<file path="config.mk">
export PLATFORM = sky130hd
export DESIGN_NAME = potential_transformer_watch
export DESIGN_NICKNAME = d
export VERILOG_FILES = /design/src/rtl/pt_watch_pkg.sv /design/src/rtl/potential_transformer_watch.sv
export SDC_FILE = /design/constraint.sdc
export NUM_CORES = 2
export LEC_CHECK = 0
export ABC_CLOCK_PERIOD_IN_PS = 91500
export BUFFER_PORTS_ARGS = -buffer_cell sky130_fd_sc_hd__buf_2
export CAP_MARGIN = 10
export CORE_MARGIN = 1
export CORE_UTILIZATION = 35
export DETAILED_ROUTE_END_ITERATION = 10
export GPL_TIMING_DRIVEN = 0
export MAX_ROUTING_LAYER = met4
export PLACE_DENSITY = 0.47
export SYNTH_ARGS = -nofsm -noshare
export SYNTH_HDL_FRONTEND = slang
export SYNTH_SLANG_ARGS = --single-unit
</file>
<file path="constraint.sdc">
create_clock -name sys_clk -period 91.5 [get_ports sys_clk]
set_clock_uncertainty 0.05 [all_clocks]
set_input_delay 9.15 -clock sys_clk [delete_from_list [all_inputs] [get_ports sys_clk]]
set_output_delay 9.15 -clock sys_clk [all_outputs]
set_load 0.05 [all_outputs]
</file>
<file path="src/rtl/pt_watch_pkg.sv">
// constants and types of the potential transformer watch
package pt_watch_pkg;
  localparam int CLK_HZ            = 250_000_000;
  localparam int UPDATE_MS         = 5;
  localparam int UPDATE_CYCLES_DEF = CLK_HZ / 1000 * UPDATE_MS;
  localparam int HISTORY_MS        = 40;
  localparam int HIST_DEPTH        = HISTORY_MS / UPDATE_MS;
  localparam int MAG_W             = 8;
  localparam int ANG_W             = 12;
  localparam int ASL_W             = 10;
  localparam int RATIO_W           = 16;
  localparam int DLY_W             = 19;
  // angles in 0.1 degree, magnitudes in 0.01 of nominal_voltage
  localparam logic [ANG_W-1:0]   ANG_FULL  = 12'he10;
  localparam logic [ANG_W-1:0]   ANG_HALF  = 12'h708;
  localparam logic [MAG_W-1:0]   LOW_MIN   = 8'h05;
  localparam logic [MAG_W-1:0]   LOW_MAX   = 8'h32;
  localparam logic [MAG_W-1:0]   LOW_RST   = 8'h05;
  localparam logic [MAG_W-1:0]   HIGH_MIN  = 8'h01;
  localparam logic [MAG_W-1:0]   HIGH_MAX  = 8'h6e;
  localparam logic [MAG_W-1:0]   HIGH_RST  = 8'h50;
  localparam logic [ASL_W-1:0]   ASL_MIN   = 10'h014;
  localparam logic [ASL_W-1:0]   ASL_MAX   = 10'h384;
  localparam logic [ASL_W-1:0]   ASL_RST   = 10'h032;
  localparam logic [DLY_W-1:0]   DLY_RST   = 19'h00014;
  localparam logic [RATIO_W-1:0] RATIO_MAX = 16'hffff;
  localparam int                 RATIO_FRAC = 8;
  localparam logic [3:0]         FILL_RST  = 4'h0;

  typedef enum logic [2:0] {
    MODE_ON, MODE_BLOCKED, MODE_TEST, MODE_TEST_BLOCKED, MODE_OFF
  } mode_e;
  typedef enum logic [2:0] {
    ST_NORMAL, ST_START, ST_LINE_FAIL, ST_BUS_FAIL, ST_BLOCKED
  } status_e;
  typedef enum logic [2:0] {
    BUS_DEAD, BUS_SEQ_OK, BUS_SEQ_REV, BUS_SEQ_UNDEF, BUS_PROBLEM
  } bus_state_e;
  typedef enum logic [1:0] {
    SUP_IDLE, SUP_TIMING, SUP_ALARM, SUP_BLOCKED
  } sup_state_e;
endpackage

</file>
<file path="src/rtl/potential_transformer_watch.sv">
// potential transformer watch: supervision of vt secondary and fuses
`timescale 1ns/100ps
module potential_transformer_watch #(
  parameter int UPDATE_CYCLES = pt_watch_pkg::UPDATE_CYCLES_DEF
) (
  // clock and reset
  input  wire logic                              sys_clk,
  input  wire logic                              rst,
  // measurements, same clock domain
  input  wire logic [pt_watch_pkg::MAG_W-1:0]    mag_a,
  input  wire logic [pt_watch_pkg::MAG_W-1:0]    mag_b,
  input  wire logic [pt_watch_pkg::MAG_W-1:0]    mag_c,
  input  wire logic [pt_watch_pkg::MAG_W-1:0]    mag_d,
  input  wire logic [pt_watch_pkg::ANG_W-1:0]    ang_a,
  input  wire logic [pt_watch_pkg::ANG_W-1:0]    ang_b,
  input  wire logic [pt_watch_pkg::ANG_W-1:0]    ang_c,
  input  wire logic [pt_watch_pkg::ANG_W-1:0]    ang_d,
  input  wire logic [pt_watch_pkg::MAG_W-1:0]    pos_seq,
  input  wire logic [pt_watch_pkg::MAG_W-1:0]    neg_seq,
  input  wire logic [pt_watch_pkg::MAG_W-1:0]    zero_seq,
  // asynchronous pins
  input  wire logic                              bus_breaker_trip_input,
  input  wire logic                              line_breaker_trip_input,
  input  wire logic                              block_input,
  // group settings
  input  wire logic                              settings_load,
  input  wire logic [pt_watch_pkg::MAG_W-1:0]    low_pickup_set,
  input  wire logic [pt_watch_pkg::MAG_W-1:0]    high_detect_set,
  input  wire logic [pt_watch_pkg::ASL_W-1:0]    angle_shift_set,
  input  wire logic [pt_watch_pkg::DLY_W-1:0]    operate_delay_set,
  input  wire logic                              bus_fuse_check_set,
  input  wire logic                              line_fuse_check_set,
  // static settings
  input  wire logic                              allow_individual_mode,
  input  wire logic                              mode_load,
  input  wire logic [2:0]                        mode_set,
  input  wire logic                              stage_forcing_enable,
  input  wire logic                              force_load,
  input  wire logic [2:0]                        force_set,
  // results
  output logic                                   update_pulse,
  output logic [2:0]                             node_operating_mode,
  output logic [2:0]                             status_q,
  output logic [2:0]                             bus_state_q,
  output logic                                   start_q,
  output logic                                   alarm_q,
  output logic                                   blocked_q,
  output logic                                   bus_side_failure,
  output logic                                   line_side_failure,
  output logic                                   test_active,
  output logic [2:0][pt_watch_pkg::RATIO_W-1:0]  ratio_low_q,
  output logic [2:0][pt_watch_pkg::RATIO_W-1:0]  ratio_high_q
);
  localparam int TW = $clog2(UPDATE_CYCLES);
  localparam int MW = pt_watch_pkg::MAG_W;
  localparam int AW = pt_watch_pkg::ANG_W;
  localparam int RW = pt_watch_pkg::RATIO_W;
  localparam int HD = pt_watch_pkg::HIST_DEPTH;
  localparam logic [TW-1:0] TICK_LAST = TW'(UPDATE_CYCLES - 1);
  localparam logic [3:0]    FILL_FULL = 4'(HD);

  logic [TW-1:0]               tick_cnt_q;
  logic                        tick;
  logic [2:0]                  meta_q;
  logic [2:0]                  sync_q;
  logic [MW-1:0]               low_q;
  logic [MW-1:0]               high_q;
  logic [pt_watch_pkg::ASL_W-1:0] asl_q;
  logic [pt_watch_pkg::DLY_W-1:0] dly_q;
  logic                        bus_chk_q;
  logic                        line_chk_q;
  pt_watch_pkg::mode_e         mode_q;
  pt_watch_pkg::mode_e         mode_eff;
  pt_watch_pkg::status_e       force_q;
  pt_watch_pkg::sup_state_e    sup_q;
  pt_watch_pkg::status_e       status_d;
  pt_watch_pkg::bus_state_e    bus_d;
  logic [3:0][MW-1:0]          mag_in;
  logic [3:0][AW-1:0]          ang_in;
  logic [3:0][MW-1:0]          mag_q;
  logic [AW-1:0]               hist_q [4][HD];
  logic [3:0]                  fill_q;
  logic [3:0]                  shift_small;
  logic [2:0]                  below_low;
  logic [2:0]                  above_high;
  logic                        low_any;
  logic                        high_two;
  logic                        pickup;
  logic                        angle_block;
  logic                        blk;
  logic                        op_off;
  logic                        dead;
  logic [pt_watch_pkg::DLY_W-1:0] timer_q;
  logic                        bus_fuse_q;
  logic                        line_fuse_q;

  assign mag_in = {mag_d, mag_c, mag_b, mag_a};
  assign ang_in = {ang_d, ang_c, ang_b, ang_a};

  always_ff @(posedge sys_clk or posedge rst) begin
    if (rst) begin
      tick_cnt_q <= '0;
    end else if (tick_cnt_q == TICK_LAST) begin
      tick_cnt_q <= '0;
    end else begin
      tick_cnt_q <= tick_cnt_q + 1'b1;
    end
  end
  assign tick = (tick_cnt_q == TICK_LAST);
  assign update_pulse = tick;

  // trip and block pins cross into sys_clk through two flops
  always_ff @(posedge sys_clk or posedge rst) begin
    if (rst) begin
      meta_q <= 3'h0;
      sync_q <= 3'h0;
    end else begin
      meta_q <= {block_input, line_breaker_trip_input,
                 bus_breaker_trip_input};
      sync_q <= meta_q;
    end
  end

  // group settings may be reloaded at any time
  always_ff @(posedge sys_clk or posedge rst) begin
    if (rst) begin
      low_q      <= pt_watch_pkg::LOW_RST;
      high_q     <= pt_watch_pkg::HIGH_RST;
      asl_q      <= pt_watch_pkg::ASL_RST;
      dly_q      <= pt_watch_pkg::DLY_RST;
      bus_chk_q  <= 1'b1;
      line_chk_q <= 1'b1;
    end else if (settings_load) begin
      if (low_pickup_set < pt_watch_pkg::LOW_MIN) begin
        low_q <= pt_watch_pkg::LOW_MIN;
      end else if (low_pickup_set > pt_watch_pkg::LOW_MAX) begin
        low_q <= pt_watch_pkg::LOW_MAX;
      end else begin
        low_q <= low_pickup_set;
      end
      if (high_detect_set < pt_watch_pkg::HIGH_MIN) begin
        high_q <= pt_watch_pkg::HIGH_MIN;
      end else if (high_detect_set > pt_watch_pkg::HIGH_MAX) begin
        high_q <= pt_watch_pkg::HIGH_MAX;
      end else begin
        high_q <= high_detect_set;
      end
      if (angle_shift_set < pt_watch_pkg::ASL_MIN) begin
        asl_q <= pt_watch_pkg::ASL_MIN;
      end else if (angle_shift_set > pt_watch_pkg::ASL_MAX) begin
        asl_q <= pt_watch_pkg::ASL_MAX;
      end else begin
        asl_q <= angle_shift_set;
      end
      dly_q      <= operate_delay_set;
      bus_chk_q  <= bus_fuse_check_set;
      line_chk_q <= line_fuse_check_set;
    end
  end

  always_ff @(posedge sys_clk or posedge rst) begin
    if (rst) begin
      mode_q  <= pt_watch_pkg::MODE_ON;
      force_q <= pt_watch_pkg::ST_NORMAL;
    end else begin
      // mode only taken while individual mode allowed
      if (mode_load && allow_individual_mode &&
          mode_set <= 3'(pt_watch_pkg::MODE_OFF)) begin
        mode_q <= pt_watch_pkg::mode_e'(mode_set);
      end
      // force value only taken while forcing enabled
      if (force_load && stage_forcing_enable &&
          force_set <= 3'(pt_watch_pkg::ST_BLOCKED)) begin
        force_q <= pt_watch_pkg::status_e'(force_set);
      end
    end
  end
  // without the permission the node runs as On
  assign mode_eff = allow_individual_mode ? mode_q
                                          : pt_watch_pkg::MODE_ON;
  assign node_operating_mode = 3'(mode_eff);
  assign op_off = (mode_eff == pt_watch_pkg::MODE_OFF);
  assign test_active = (mode_eff == pt_watch_pkg::MODE_TEST) ||
                       (mode_eff == pt_watch_pkg::MODE_TEST_BLOCKED);
  // block level as seen at the start of the cycle
  assign blk = sync_q[2] ||
               (mode_eff == pt_watch_pkg::MODE_BLOCKED) ||
               (mode_eff == pt_watch_pkg::MODE_TEST_BLOCKED);

  // angle history over 40 ms per channel
  always_ff @(posedge sys_clk or posedge rst) begin
    if (rst) begin
      mag_q  <= '0;
      fill_q <= pt_watch_pkg::FILL_RST;
      for (int c = 0; c < 4; c++) begin
        for (int k = 0; k < HD; k++) begin
          hist_q[c][k] <= '0;
        end
      end
    end else if (tick) begin
      mag_q <= mag_in;
      if (fill_q != FILL_FULL) begin
        fill_q <= fill_q + 4'h1;
      end
      for (int c = 0; c < 4; c++) begin
        hist_q[c][0] <= ang_in[c];
        for (int k = 1; k < HD; k++) begin
          hist_q[c][k] <= hist_q[c][k-1];
        end
      end
    end
  end

  for (genvar c = 0; c < 4; c++) begin : g_ang
    logic [AW-1:0] diff;
    logic [AW-1:0] wrap;
    always_comb begin
      diff = (hist_q[c][0] >= hist_q[c][HD-1]) ?
             AW'(hist_q[c][0] - hist_q[c][HD-1]) :
             AW'(hist_q[c][HD-1] - hist_q[c][0]);
      wrap = (diff > pt_watch_pkg::ANG_HALF) ?
             AW'(pt_watch_pkg::ANG_FULL - diff) : diff;
    end
    assign shift_small[c] = ({2'b00, asl_q} > wrap);
  end
  // until 40 ms of history exists the shift counts as small
  assign angle_block = (&shift_small) || (fill_q != FILL_FULL);

  for (genvar p = 0; p < 3; p++) begin : g_phase
    assign below_low[p]  = (mag_q[p] < low_q);
    assign above_high[p] = (mag_q[p] > high_q);
    // threshold to magnitude ratio, 8 fraction bits
    always_ff @(posedge sys_clk or posedge rst) begin
      if (rst) begin
        ratio_low_q[p]  <= '0;
        ratio_high_q[p] <= '0;
      end else if (tick) begin
        if (mag_in[p] == '0) begin
          ratio_low_q[p]  <= pt_watch_pkg::RATIO_MAX;
          ratio_high_q[p] <= pt_watch_pkg::RATIO_MAX;
        end else begin
          ratio_low_q[p]  <= RW'({low_q, 8'h00} / mag_in[p]);
          ratio_high_q[p] <= RW'({high_q, 8'h00} / mag_in[p]);
        end
      end
    end
  end

  // any phase under the low pick-up
  assign low_any  = |below_low;
  // at least two phases over high detect
  assign high_two = (above_high[0] & above_high[1]) |
                    (above_high[0] & above_high[2]) |
                    (above_high[1] & above_high[2]);
  assign pickup   = (low_any | high_two) & ~angle_block;
  assign dead     = (&below_low) & (mag_q[3] < low_q);

  // definite time from start to alarm
  always_ff @(posedge sys_clk or posedge rst) begin
    if (rst) begin
      sup_q   <= pt_watch_pkg::SUP_IDLE;
      timer_q <= '0;
    end else if (tick) begin
      // evaluation uses the previous update's magnitudes
      case (sup_q)
        pt_watch_pkg::SUP_IDLE: begin
          timer_q <= '0;
          if (pickup && !op_off) begin
            sup_q <= blk ? pt_watch_pkg::SUP_BLOCKED
                         : pt_watch_pkg::SUP_TIMING;
          end
        end
        pt_watch_pkg::SUP_TIMING: begin
          if (!pickup || op_off) begin
            sup_q <= pt_watch_pkg::SUP_IDLE;
          end else if (blk) begin
            // a late block drops the start into the blocked state, not back to idle
            sup_q <= pt_watch_pkg::SUP_BLOCKED;
          end else if (timer_q + 1'b1 >= dly_q) begin
            sup_q <= pt_watch_pkg::SUP_ALARM;
          end else begin
            timer_q <= timer_q + 1'b1;
          end
        end
        pt_watch_pkg::SUP_ALARM: begin
          if (!pickup || op_off || blk) begin
            sup_q <= pt_watch_pkg::SUP_IDLE;
          end
        end
        pt_watch_pkg::SUP_BLOCKED: begin
          // held until the pick-up condition resets or the mode goes Off
          if (!pickup || op_off) begin
            sup_q <= pt_watch_pkg::SUP_IDLE;
          end
        end
        default: sup_q <= pt_watch_pkg::SUP_IDLE;
      endcase
    end
  end

  // fuse trips follow the update base, like the voltages
  always_ff @(posedge sys_clk or posedge rst) begin
    if (rst) begin
      bus_fuse_q  <= 1'b0;
      line_fuse_q <= 1'b0;
    end else if (tick) begin
      bus_fuse_q  <= bus_chk_q & sync_q[0] & ~op_off;
      line_fuse_q <= line_chk_q & sync_q[1] & ~op_off;
    end
  end
  assign bus_side_failure  = bus_fuse_q | alarm_q;
  assign line_side_failure = line_fuse_q;

  always_comb begin
    status_d = pt_watch_pkg::ST_NORMAL;
    if (sup_q == pt_watch_pkg::SUP_BLOCKED) begin
      status_d = pt_watch_pkg::ST_BLOCKED;
    end else if (sup_q == pt_watch_pkg::SUP_ALARM || bus_fuse_q) begin
      status_d = pt_watch_pkg::ST_BUS_FAIL;
    end else if (line_fuse_q) begin
      status_d = pt_watch_pkg::ST_LINE_FAIL;
    end else if (sup_q == pt_watch_pkg::SUP_TIMING) begin
      status_d = pt_watch_pkg::ST_START;
    end
    // forced value overrides while forcing enabled
    if (stage_forcing_enable) begin
      status_d = force_q;
    end
  end

  always_comb begin
    bus_d = pt_watch_pkg::BUS_SEQ_UNDEF;
    if (dead) begin
      bus_d = pt_watch_pkg::BUS_DEAD;
    end else if (pickup) begin
      bus_d = pt_watch_pkg::BUS_PROBLEM;
    // sequence decides ok, reversed or undefined
    end else if (zero_seq >= pos_seq && zero_seq >= neg_seq) begin
      bus_d = pt_watch_pkg::BUS_SEQ_UNDEF;
    end else if (pos_seq > neg_seq) begin
      bus_d = pt_watch_pkg::BUS_SEQ_OK;
    end else if (neg_seq > pos_seq) begin
      bus_d = pt_watch_pkg::BUS_SEQ_REV;
    end
  end

  always_ff @(posedge sys_clk or posedge rst) begin
    if (rst) begin
      status_q    <= 3'(pt_watch_pkg::ST_NORMAL);
      bus_state_q <= 3'(pt_watch_pkg::BUS_DEAD);
      start_q     <= 1'b0;
      alarm_q     <= 1'b0;
      blocked_q   <= 1'b0;
    end else if (tick) begin
      status_q    <= 3'(status_d);
      bus_state_q <= 3'(bus_d);
      start_q     <= (sup_q == pt_watch_pkg::SUP_TIMING);
      alarm_q     <= (sup_q == pt_watch_pkg::SUP_ALARM);
      blocked_q   <= (sup_q == pt_watch_pkg::SUP_BLOCKED);
    end
  end
endmodule

</file>
==> reports/results.ini <==
[outcome]
outcome = completed

[logic_synthesis]
yosysSeqAreaShare_pct = 24.05
avgSynthCellArea_um2 = 7.887
ys_seq_elements = 628
async_flop_share_pct = 100.0
syn_area_um2 = 65400
yosysUniqueCellTypes = 130
synthFlopType = dfrtp_1
synthCells = 8292
synth-edff-count = 0
ys_warn_count = 0
syn_nets = 9266

[setup_path]
worst-path-buf-inv = 21
crit_slowest_cell = clkbuf_2
worstPathArrival_ps = 47990
reg2reg_slack_ps = 55130
start_kind = input pin
reg2reg_from = low_q[7]
max_stage_delay_ps = 820
r2r.worst_path.cells = 145
crit_type = input pin to flop
reg2reg_to = ratio_low_q[32]
cp_top_family = compound AO/OA/AOI/OAI gates
cp_max_fo = 28
cp_data_required_time_ps = 92050
end_kind = flop

[floorplanning]
dieWidth_um = 434.3
core_area_um2 = 185400
die_h_um = 434.3
std_cell_rows = 158
dieArea_um2 = 188600
start_util_pct = 35.27
ioPinCount = 279

[layout]
mostFrequentLayoutCells = nand2_1, ha_1, nor2_1
postLayoutCoreUtil_pct = 39.65
syn2layout_area_growth_pct = 12.42
final_common_cell = nand2_1
layout-drive-gt1-share_pct = 9.179
final_nets = 9657

[clocking]
cts_hold_buffers = 0
clk-insertion-delay-late_ps = 760
clock-sinks = 628
cts_htree_levels = 3
cts_buffer_depth = 3
root_buffer = clkbuf_16
cts_buffers = 84
cts_tree = done
post-cts-setup-buffer-count = 0
clkSlewWorstSetupHoldPaths_ps = 60
cts_resized = 0

[route]
drc = 0
drtPass1Iterations = 6
wl_per_cell_um = 19.72
antenna_left = 0
wl_um = 221700
dr.first_iter.drc_count = 3600
via_per_inst = 5.466
vias = 61448

[timing]
rsz0062_at_grt = false
fin_tns_setup_ps = 0
fin_crit_ps = 47440
maxSlewViolCount = 0
worst_pin_slew_ps = 1212
hold_viol = 0
slew_headroom_pct = 18.14
setup_viol = 0
fin_crit_sh_pct = 51.85
fmax_mhz = 21.08

[grt]
grt_first_pass_wirelength_um = 342400
grt_pass1_vias = 59593
grt_overflow = 0
grt_start_max_net_pins = 117
grt_antenna_before_repair = 10
grtUsageTotal_pct = 23.65

[worst_hold_path]
min_to = sync_q[1]
hold_depth = 0
holdCritPathClass = flop to flop
min_from = meta_q[1]

[run]
drv_cap = 0

[placed_design]
dp_hpwl_um = 172800
port_buffers = 275
gp_congestion = 0.8877

==> cell usage after synthesis, drive strengths merged, types with 67 or more instances <==
library cell	n	area, um^2
nand2	1372	5150
ha	793	9922
nor2	620	2337
dfrtp	617	15440
o21ai	592	2997
a21oi	515	2589
inv	349	1310
a21o	321	2417
nor3	254	1323
clkbuf	252	945.9
o21a	244	1839
xnor2	234	2049
nand2b	162	1021
mux2	152	1734
xor2	147	1295
nand3	140	705.7
o31ai	112	850.8
mux2i	110	1112
nor2b	106	663.1
nand4	79	494.2
o211ai	75	578.1
a211oi	67	553.0
a31oi	67	419.2
or3	67	424.2
==> how the worst max path moves through the flow <==
stage / slack, ps / startpoint / to / depth (start not counted)
after floorplan: 51880 / mag_c[0] / ratio_low_q[32] / 151
after global placement: 43130 / mag_c[0] / ratio_low_q[32] / 151
after detailed placement: 43930 / mag_c[0] / ratio_low_q[32] / 152
after CTS: 44460 / mag_c[0] / ratio_low_q[32] / 151
after global routing: 40930 / mag_c[0] / ratio_low_q[32] / 151
final: 44060 / mag_c[0] / ratio_low_q[32] / 152
==> area by class of cell <==
cell class | count | area, um^2
clock buffers | 123 | 2449
inverters | 351 | 1325
well taps | 2480 | 3103
multi-input cells | 7025 | 47220
clock inverters | 28 | 500.5
repair buffers | 305 | 2002
plain buffers | 288 | 1162
diodes | 13 | 32.53
fillers | 19361 | 111900
flip-flops and latches | 628 | 15730
==> cells by family (layout without fill, tap and decap cells) <==
family	count (synthesis)	after routing	synth area share (%)
AND/OR/NAND/NOR	3136	3136	22.31
AO/OA/AOI/OAI	2436	2436	24.74
adder cells (fa/ha/maj)	810	810	15.65
buffers and inverters	639	1095	3.779
flip-flops	628	628	24.05
XOR/XNOR	381	381	5.114
multiplexers	262	262	4.353
other	0	13	0
==> through the flow <==
| step | instances | hold WS, ps | worst slack, ps | cell area [um^2] |
|---|---|---|---|---|
| CTS | 11224 | 297.4 | 44460 | 73400 |
| detailed placement | 11073 | 285.6 | 43930 | 70450 |
| global placement | 11047 | 283.5 | 43130 | 69880 |
| floorplan | 8292 | 281.2 | 51880 | 65400 |
| finish | 11241 | 296.6 | 44060 | 73520 |
| global route | 11240 | 298.2 | 40930 | 73520 |
==> sequential cells by signal, summed over array words and instances, names as in the netlist, 10 cells and up <==
signal / cells
asl_q: 10
dly_q: 19
hist_q: 384
mag_q: 32
ratio_high_q: 48
ratio_low_q: 48
tick_cnt_q: 21
timer_q: 19
==> routing by layer <==
layer	wire length, um	GRT usage, %
met5	0	-
met1	103200	30.41
met4	6417	6.673
met2	105300	39.37
met3	6832	2.196
==> worst reg2reg max path: cells and delay by family (launching register included) <==
family / cells / cell delay [ps]
buffers and inverters: 15 / 4400
adder cells (fa/ha/maj): 16 / 4960
multiplexers: 4 / 1460
flip-flops: 1 / 490
AND/OR/NAND/NOR: 31 / 5910
AO/OA/AOI/OAI: 78 / 18920
XOR/XNOR: 1 / 130
Power is not shown: default switching activity piles up to over one toggle a cycle in this logic, so the estimate is an artifact.
